[config.mk]
export PLATFORM = sky130hd
export DESIGN_NAME = dcr_channel_config
export DESIGN_NICKNAME = d
export VERILOG_FILES = /design/src/hw/dcr_channel_config.v
export VERILOG_INCLUDE_DIRS = /design/src /design/src/hw
export SDC_FILE = /design/constraint.sdc
export NUM_CORES = 1
export LEC_CHECK = 0
export ABC_AREA = 1
export BUFFER_PORTS_ARGS = -buffer_cell sky130_fd_sc_hd__buf_2
export CORE_MARGIN = 1.5
export CORE_UTILIZATION = 35
export CTS_CLUSTER_SIZE = 28
export DETAILED_ROUTE_END_ITERATION = 10
export HOLD_SLACK_MARGIN = 0.15
export MAX_ROUTING_LAYER = met4
export PLACE_DENSITY_LB_ADDON = 0.1
export SKIP_LAST_GASP = 1
export SYNTH_ARGS = -nofsm -noshare
export SYNTH_HDL_FRONTEND = slang
export SYNTH_SLANG_ARGS = --single-unit
export TNS_END_PERCENT = 30
[constraint.sdc]
create_clock -name ref_clk -period 1.2 [get_ports ref_clk]
set_input_delay 0.06 -clock ref_clk [delete_from_list [all_inputs] [get_ports ref_clk]]
set_output_delay 0.06 -clock ref_clk [all_outputs]
set_load 0.03 [all_outputs]
[src/hw/dcr_regs.vh]
`ifndef DCR_REGS_VH
`define DCR_REGS_VH

// Serial (I2C/SPI) register addresses
`define DCR_ADDR_NOP        8'h00
`define DCR_ADDR_CH1_MHI    8'h01
`define DCR_ADDR_CH1_MLO    8'h02
`define DCR_ADDR_CH1_CFG    8'h03
`define DCR_ADDR_CH0_MHI    8'h13
`define DCR_ADDR_CH0_MLO    8'h14
`define DCR_ADDR_CH0_CFG    8'h15

// PMBus pages and command codes
`define DCR_PAGE_COMMON     8'hff
`define DCR_PAGE_CH0        8'h03
`define DCR_PAGE_CH1        8'h00
`define DCR_CMD_NOP         8'hd0
`define DCR_CMD_MHI         8'h25
`define DCR_CMD_MLO         8'h26
`define DCR_CMD_CFG_CH0     8'hdd
`define DCR_CMD_CFG_CH1     8'hd1

// Field layout
`define DCR_WORD_W          16
`define DCR_CODE_W          12
`define DCR_CODE_MSB        15
`define DCR_CODE_LSB        4
`define DCR_CODE_10B_MASK   12'hffc
`define DCR_GAIN_MSB        12
`define DCR_GAIN_LSB        10
`define DCR_GAIN_W          3
`define DCR_GAIN_MAX        3'h5
`define DCR_OD_BIT          4
`define DCR_ROUTE_BIT       3
`define DCR_DIV_BIT         2
`define DCR_INV_BIT         1
`define DCR_EN_BIT          0

// Reset and fixed values
`define DCR_WORD_RESET      16'h0000
`define DCR_CODE_RESET      12'h000
`define DCR_GAIN_RESET      3'h0
`define DCR_NOP_VALUE       16'h0000

`endif

[src/hw/dcr_channel_config.v]
// Function
// NO_OPERATION_WORD register reads zero, no side effects
// NO_OPERATION_WORD at PMBus page FFh, command D0h
// Margin-high at 25h; page 03h ch0, 00h ch1
// Margin-low at 26h; page 03h ch0, 00h ch1
// Gain/comparator setup at FFh, DDh ch0, D1h ch1
// Margin-high code in bits 15..4, unsigned
// Margin-low code in bits 15..4, left aligned
// Ten-bit variant drops two lowest code bits
// Bits 12..10 select gain and reference
// Bit 4 open-drain only with comparator routed
// Bit 3 routes comparator result to pin
// Bit 2 connects feedback input to divider
// Bit 1 inverts comparator output polarity
// Bit 0 enables comparator mode
// Host powers down current output first
// Margin and setup registers reset to zero
// Don't-care bits read zero; bad gain ignored
`timescale 1ns/1ns
`include "dcr_regs.vh"

module dcr_channel_config #(
  parameter TEN_BIT = 0
) (
  input  wire        ref_clk,
  input  wire        arst_n,
  input  wire        regWrite,
  input  wire        regRead,
  input  wire        pmbusSel,
  input  wire [7:0]  regAddr,
  input  wire [7:0]  pmbusPage,
  input  wire [15:0] regWData,
  input  wire [1:0]  cmpRaw,
  output reg  [15:0] regRData,
  output reg         regRValid,
  output reg         regHit,
  output wire [23:0] marginHigh,
  output wire [23:0] marginLow,
  output wire [5:0]  gainSelect,
  output wire [1:0]  comparatorModeEnable,
  output wire [1:0]  comparatorPinRoute,
  output wire [1:0]  comparatorOpendrainEnable,
  output wire [1:0]  feedbackDividerConnect,
  output wire [1:0]  comparatorPolarityInvert,
  output wire [1:0]  cmpResult,
  output wire [1:0]  cmpPinActive,
  output wire [1:0]  channelOutputPinOut,
  output wire [1:0]  channelOutputPinOe
);

  wire [15:0] mhiWord [0:1];
  wire [15:0] mloWord [0:1];
  wire [15:0] cfgWord [0:1];
  wire [1:0]  selMhi;
  wire [1:0]  selMlo;
  wire [1:0]  selCfg;
  wire        selNop;

  // Both address schemes decode to the same storage
  assign selNop = pmbusSel ?
    (pmbusPage == `DCR_PAGE_COMMON && regAddr == `DCR_CMD_NOP) :
    (regAddr == `DCR_ADDR_NOP);

  genvar ch;
  generate
    for (ch = 0; ch < 2; ch = ch + 1) begin : gChan
      wire [7:0] page   = (ch == 0) ? `DCR_PAGE_CH0 : `DCR_PAGE_CH1;
      wire [7:0] cfgCmd = (ch == 0) ? `DCR_CMD_CFG_CH0 : `DCR_CMD_CFG_CH1;
      wire [7:0] aMhi   = (ch == 0) ? `DCR_ADDR_CH0_MHI : `DCR_ADDR_CH1_MHI;
      wire [7:0] aMlo   = (ch == 0) ? `DCR_ADDR_CH0_MLO : `DCR_ADDR_CH1_MLO;
      wire [7:0] aCfg   = (ch == 0) ? `DCR_ADDR_CH0_CFG : `DCR_ADDR_CH1_CFG;
      wire [11:0] codeIn;
      wire [2:0]  gainIn;
      wire        cmpLevel;
      wire        pinActive;

      reg [11:0] mhi_reg;
      reg [11:0] mlo_reg;
      reg [2:0]  gain_reg;
      reg [4:0]  ctl_reg;
      reg        res_reg;
      reg        act_reg;
      reg        pinOut_reg;
      reg        pinOe_reg;

      assign selMhi[ch] = pmbusSel ?
        (pmbusPage == page && regAddr == `DCR_CMD_MHI) :
        (regAddr == aMhi);
      assign selMlo[ch] = pmbusSel ?
        (pmbusPage == page && regAddr == `DCR_CMD_MLO) :
        (regAddr == aMlo);
      assign selCfg[ch] = pmbusSel ?
        (pmbusPage == `DCR_PAGE_COMMON && regAddr == cfgCmd) :
        (regAddr == aCfg);

      // Ten-bit parts keep only the upper ten code bits
      assign codeIn = regWData[`DCR_CODE_MSB:`DCR_CODE_LSB] &
        ((TEN_BIT != 0) ? `DCR_CODE_10B_MASK : 12'hfff);
      assign gainIn = regWData[`DCR_GAIN_MSB:`DCR_GAIN_LSB];

      always @(posedge ref_clk or negedge arst_n) begin
        if (!arst_n) begin
          mhi_reg  <= `DCR_CODE_RESET;
          mlo_reg  <= `DCR_CODE_RESET;
          gain_reg <= `DCR_GAIN_RESET;
          ctl_reg  <= 5'h00;
        end else if (regWrite) begin
          if (selMhi[ch])
            mhi_reg <= codeIn;
          if (selMlo[ch])
            mlo_reg <= codeIn;
          if (selCfg[ch]) begin
            // Invalid gain codes keep the old gain, rest still lands
            if (gainIn <= `DCR_GAIN_MAX)
              gain_reg <= gainIn;
            ctl_reg <= regWData[`DCR_OD_BIT:`DCR_EN_BIT];
          end
        end
      end

      assign mhiWord[ch] = {mhi_reg, 4'h0};
      assign mloWord[ch] = {mlo_reg, 4'h0};
      assign cfgWord[ch] = {3'h0, gain_reg, 5'h00, ctl_reg};

      // Comparator only means anything while enabled
      assign cmpLevel  = cmpRaw[ch] ^ ctl_reg[`DCR_INV_BIT];
      assign pinActive = ctl_reg[`DCR_EN_BIT] &
                         ctl_reg[`DCR_ROUTE_BIT];

      always @(posedge ref_clk or negedge arst_n) begin
        if (!arst_n) begin
          res_reg    <= 1'b0;
          act_reg    <= 1'b0;
          pinOut_reg <= 1'b0;
          pinOe_reg  <= 1'b0;
        end else begin
          res_reg <= ctl_reg[`DCR_EN_BIT] & cmpLevel;
          act_reg <= pinActive;
          if (!pinActive) begin
            pinOut_reg <= 1'b0;
            pinOe_reg  <= 1'b0;
          end else if (ctl_reg[`DCR_OD_BIT]) begin
            // Open drain pulls low only, never drives high
            pinOut_reg <= 1'b0;
            pinOe_reg  <= ~cmpLevel;
          end else begin
            pinOut_reg <= cmpLevel;
            pinOe_reg  <= 1'b1;
          end
        end
      end

      assign marginHigh[ch*12 +: 12] = mhi_reg;
      assign marginLow[ch*12 +: 12]  = mlo_reg;
      assign gainSelect[ch*3 +: 3]   = gain_reg;
      assign comparatorModeEnable[ch]      = ctl_reg[`DCR_EN_BIT];
      assign comparatorPolarityInvert[ch]  = ctl_reg[`DCR_INV_BIT];
      assign feedbackDividerConnect[ch]    = ctl_reg[`DCR_DIV_BIT];
      assign comparatorPinRoute[ch]        = ctl_reg[`DCR_ROUTE_BIT];
      assign comparatorOpendrainEnable[ch] = ctl_reg[`DCR_OD_BIT];
      assign cmpResult[ch]           = res_reg;
      assign cmpPinActive[ch]        = act_reg;
      assign channelOutputPinOut[ch] = pinOut_reg;
      assign channelOutputPinOe[ch]  = pinOe_reg;
    end
  endgenerate

  reg [15:0] rdMux;
  always @* begin
    rdMux = `DCR_WORD_RESET;
    if (selNop)
      rdMux = `DCR_NOP_VALUE;
    else if (selMhi[0])
      rdMux = mhiWord[0];
    else if (selMhi[1])
      rdMux = mhiWord[1];
    else if (selMlo[0])
      rdMux = mloWord[0];
    else if (selMlo[1])
      rdMux = mloWord[1];
    else if (selCfg[0])
      rdMux = cfgWord[0];
    else if (selCfg[1])
      rdMux = cfgWord[1];
  end

  // Unmapped reads answer zero with regHit low
  always @(posedge ref_clk or negedge arst_n) begin
    if (!arst_n) begin
      regRData  <= `DCR_WORD_RESET;
      regRValid <= 1'b0;
      regHit    <= 1'b0;
    end else begin
      regRValid <= regRead;
      regHit    <= (regRead | regWrite) &
                   (selNop | (|selMhi) | (|selMlo) | (|selCfg));
      if (regRead)
        regRData <= rdMux;
    end
  end

endmodule

Word level (Yosys, flattened, before mapping):

Index checks and enable logic that the tools add are counted.

* bits in registers: 90
* input bits: 39

* $lt $le $gt $ge: 1
* eq/ne operators: 13
* multiplexer cells: 22
* bitwise gates (word level): 13
* reduce and logical (&&, ||, !) cells: 20

Operator list (count)
* $mux W16: 5
* $eq A8 B8 Y1 const B: 4
* $mux W13: 2
* $eq A8 B2 Y1 const B: 3
* $eq A8 B5 Y1 const B: 3
* $eq A8 B6 Y1 const B: 2
* $logic_not A8 Y1: 2
* $mux W1: 15
* $reduce_and A2 Y1: 6
* $eq A8 B1 Y1 const B: 1
* $logic_and A1 B1 Y1: 7
* $reduce_and A3 Y1: 2
* $reduce_or A2 Y1: 3
* $and A1 B1 Y1: 5
* $or A1 B1 Y1: 4
* $le A3 B3 Y1 const B: 1
* $not A1 Y1: 2
* $xor A1 B1 Y1: 2

Longest topological paths before layout:

* word-level depth: 10
* mapped depth: 15
* gate-level depth less buffers: 15

Worst setup path before layout:

Ideal clock, no wire load.

* path kind: input to register
* from: input port pmbusSel
* to: register regRData[15]
* arrival: 1.107 ns
* data required time: 1.083 ns
* slack: -0.024 ns
* stages on the path: 11
* path buffers: 2
* cells stage by stage: buf_6 inv_2 nand3_1 inv_2 a22oi_4 buf_6 nand3_2 o21ai_1 nand2_1 nand2_1 nand2_1

* word-level cells in the longest chain between the ends: 6
* elaborated cells on any way between the ends: 10

Ends and longest elaborated chain
* start, declared: RTL line dcr_channel_config.v:29 `input wire pmbusSel,`
* $mux W1: RTL line dcr_channel_config.v:89 `assign selMlo[ch] = pmbusSel ?`
* $mux W16: RTL line dcr_channel_config.v:179 `else if (selMlo[1])`
* $mux W16: RTL line dcr_channel_config.v:177 `else if (selMlo[0])`
* $mux W16: RTL line dcr_channel_config.v:175 `else if (selMhi[1])`
* $mux W16: RTL line dcr_channel_config.v:173 `else if (selMhi[0])`
* $mux W16 (*): RTL line dcr_channel_config.v:171 `if (selNop)`
* end signal, assigned: RTL line dcr_channel_config.v:190 `` regRData <= `DCR_WORD_RESET; ``
* end signal, assigned: RTL line dcr_channel_config.v:198 `regRData <= rdMux;`
* end, declared: RTL line dcr_channel_config.v:34 `output reg [15:0] regRData,`

Every way passes the cells marked *; elsewhere a longest branch is shown, timed or not.
A chain may end at the register's enable or synchronous reset.

Worst setup path after layout:

* from: input port regAddr[6]
* to: register gChan[1].mhi_reg[8]

* word-level cells in the longest chain between the ends: 4
* elaborated cells on any way between the ends: 5

Ends and longest elaborated chain
* start, declared: RTL line dcr_channel_config.v:30 `input wire [7:0] regAddr,`
* $eq A8 B6 Y1 (no source line)
* $logic_and A1 B1 Y1 (no source line)
* $mux W1 (*): RTL line dcr_channel_config.v:86 `assign selMhi[ch] = pmbusSel ?`
* $reduce_and A2 Y1 (no source line) (*)
* end signal, assigned: RTL line dcr_channel_config.v:103 `` mhi_reg <= `DCR_CODE_RESET; ``
* end signal, assigned: RTL line dcr_channel_config.v:109 `mhi_reg <= codeIn;`
* end, declared: RTL line dcr_channel_config.v:77 `reg [11:0] mhi_reg;`

Marks and branches as above.

==> summary.md <==
| Metric | Value |
|---|---|
| Antenna violation net count after detailed routing | 0 |
| CTS Buffer Depth | 2 |
| Die ar. | 13700 um2 |
| CP arrival | 1340 ps |
| # nets final | 764 |
| Setup slack of the most critical reg-to-reg path | 180 ps |
| Total track usage | 20.8% |
| Detailed placement HPWL | 9.97 mm |
| FF-to-FF End | regRData[4] |
| Beginning of the worst register-to-register path | gChan[0].ctl_reg[4] |
| Final number of max-transition violations | 0 |
| Max IR drop VDD | 1010 uV |
| Placed standard-cell area | 5600 um2 |
| Status | completed |
| Lkg Pwr | 3.46 nW |
| Hold/Removal Path Class | primary input to asynchronous set/reset pin |
| Number of port buffers | 128 |
| Clock Latency Late Sink | 350 ps |
| Area of the mapped netlist | 4540 um2 |
| Die Width | 117 um |
| Clock Sinks | 90 |
| Post-Synthesis Mean Instance Area | 8.22 um2 |
| Portion of the post-synthesis area used by sequential elements | 49.6% |
| Synth Register Bits | 90 |
| Antenna violations before repair | 0 |
| Remaining Overflow, GRT | 0 |
| Final routed wirelength across all metal layers | 12.9 mm |
| Max H-tree Level | 3 |
| Critical path endpoint category | flop |
| Library cell with the largest summed area after synthesis | dfrtp_1 |
| Fin area | 6210 um2 |
| Vias per cell | 4.62 |
| Flip-flop cell with the highest count after synthesis | dfrtp_1 |
| Total inserted antenna cells | 0 |
| Num ports | 129 |
| Placeable core area | 12600 um2 |
| Period utilization | 92.8% |
| Worst Setup Path Type | primary input to flop |
| Gate count after technology mapping | 553 |
| Dominant cell by count in the synthesized netlist | nand2_1 |
| Router iterations before antenna repair | 4 |
| Headroom to the max-slew limit | 70.6% |
| Clock Root Buffer | clkbuf_16 |
| Required @ worst endpoint | 1430 ps |
| Clock-pin transition on the worst setup and hold timing paths | 60 ps |
| EDFF count, synth | 0 |
| Pin count of the biggest net entering global routing | 29 |
| Clock tree from TritonCTS | built |
| Final setup viols | 0 |
| Maximum net fanout on the critical path | 24 |
| Leading post-synthesis cells by instance count | 187 x nand2_1, 90 x dfrtp_1, 54 x nor2_1 |
| Number of DRC markers in iteration 0 | 195 |
| Fraction of synthesized cell area taken by the top area cell type | 49.6% |
| Dominant cells by area after synthesis | dfrtp_1 50%, nand2_1 15%, nor2_1 4.5% |
| Final period demand of the worst path | 1110 ps |
| Setup repair after global routing missed its margin | yes |
| Setup tns final | 0 ps |
| First-pass GRT wire length | 20.5 mm |
| Share of layout cells above drive strength 1 | 33.7% |
| Fill cell count | 1237 |
| Startpoint type of the worst setup path | primary input |
| Power per unit of standard cell area | 1240 nW/um2 |
| Number of core rows | 41 |
| FF-to-FF path depth | 8 |
| DRC violations left | 0 |
| Placer's final routability congestion estimate | 0.822 |
| Synthesized netlist net count | 592 |
| Die span in y | 117 um |
| Number of hold violations in the final report | 0 |
| Max capacitance violation total | 0 |
| TritonCTS Buffers | 9 |
| Util after Layout | 49.2% |
| Via count | 4164 |
| Synthesis-to-finish area growth | 36.6% |
| Synth unique cells | 36 |
| Fmax | 0.898 GHz |
| Count of warnings emitted by yosys | 0 |
| Share of synthesized registers carrying an async set or reset | 100% |
| Initial cell density of the core | 36.0% |
| Number of global-route vias before repair | 3993 |
| Transition at the pin with the smallest max-transition slack | 441 ps |
| Post-detailed-route wirelength per cell | 14.3 um |
| Post-layout power | 0.00768 W |
| Largest clock skew in the final design | 4.40 ps |
through the flow:
step           setup slack (ps)  hold WS (ps)  instances
6_report                   86.0           197        902
5_1_grt                   -68.7           232        902
4_1_cts                    61.9           204        899
3_5_place_dp               -299          42.7        863
3_3_place_gp               -268          41.9        863
2_1_floorplan             -1.94          -236        553
final cells by class:
| cell class | instances | area [um2] | share of cell area (%) |
|---|---|---|---|
| Clock buffer | 9 | 225 | 3.63 |
| Tap cell | 172 | 215 | 3.47 |
| Clock inverter | 7 | 116 | 1.87 |
| Sequential cell | 90 | 2250 | 36.3 |
| Timing Repair Buffer | 185 | 1260 | 20.3 |
| Inverter | 48 | 190 | 3.06 |
| Multi-Input combinational cell | 391 | 1950 | 31.4 |
where the power goes:
part | switching, W | leakage, nW | internal, W
Clock | 0.00120 | 0.166 | 0.00203
Sequential | 0.000109 | 1.19 | 0.00319
Combinational | 0.000768 | 2.11 | 0.000375
Total | 0.00208 | 3.46 | 0.00560
per-layer routing:
layer	up-vias	routed length (um)	global-route usage, %
met5	-	0	-
met4	0	178	5.70
met3	12	702	5.61
met2	112	6520	36.1
met1	1937	5460	23.7
li1	2103	-	-
timing repair:
action,4_1_cts,5_1_grt
hold endpoints to repair,153,0
resized for setup,0,9
hold buffers,20,0
setup buffers,0,3
endpoints found under the setup margin,0,28
cells by family after synthesis:
| group | after synthesis | synth area share (%) |
|---|---|---|
| compound gates | 87 | 12.1 |
| xor+xnor | 2 | 0.386 |
| buf+inv | 72 | 8.57 |
| flops | 90 | 49.6 |
| simple gates | 302 | 29.4 |
how the worst max path moves through the flow:
stage                     from             endpoint
finish              regAddr[6]  gChan[1].mhi_reg[8]
global route        regAddr[5]         regRData[10]
CTS                 regAddr[7]  gChan[1].mhi_reg[8]
detailed placement  regAddr[7]  gChan[1].mhi_reg[8]
global placement    regAddr[7]         regRData[11]
floorplan             pmbusSel         regRData[15]
critical path: stages:
cell     delay (ps)
buf_2           130
nor2_4          170
buf_4           140
nand3_2          80
inv_2           110
a22oi_4          90
buf_12          160
inv_4            90
nand2_8         130
nand2_1         120
o21ai_2          50
cells in the final DEF (no fill, tap or decap), types with 7 or more instances in the layout:
cell | netlist | final
a21oi_1 | 9 | 9
buf_12 | 0 | 11
buf_2 | 2 | 127
buf_4 | 10 | 27
clkbuf_16 | 0 | 9
dfrtp_1 | 90 | 90
dlygate4sd3_1 | 0 | 20
inv_1 | 38 | 38
nand2_1 | 187 | 185
nand2_2 | 7 | 7
nand3_1 | 26 | 24
nor2_1 | 54 | 53
o21ai_0 | 36 | 36
o21ai_1 | 11 | 10
o21ai_2 | 23 | 24
No activity file was read; power rests on OpenSTA's default activity.
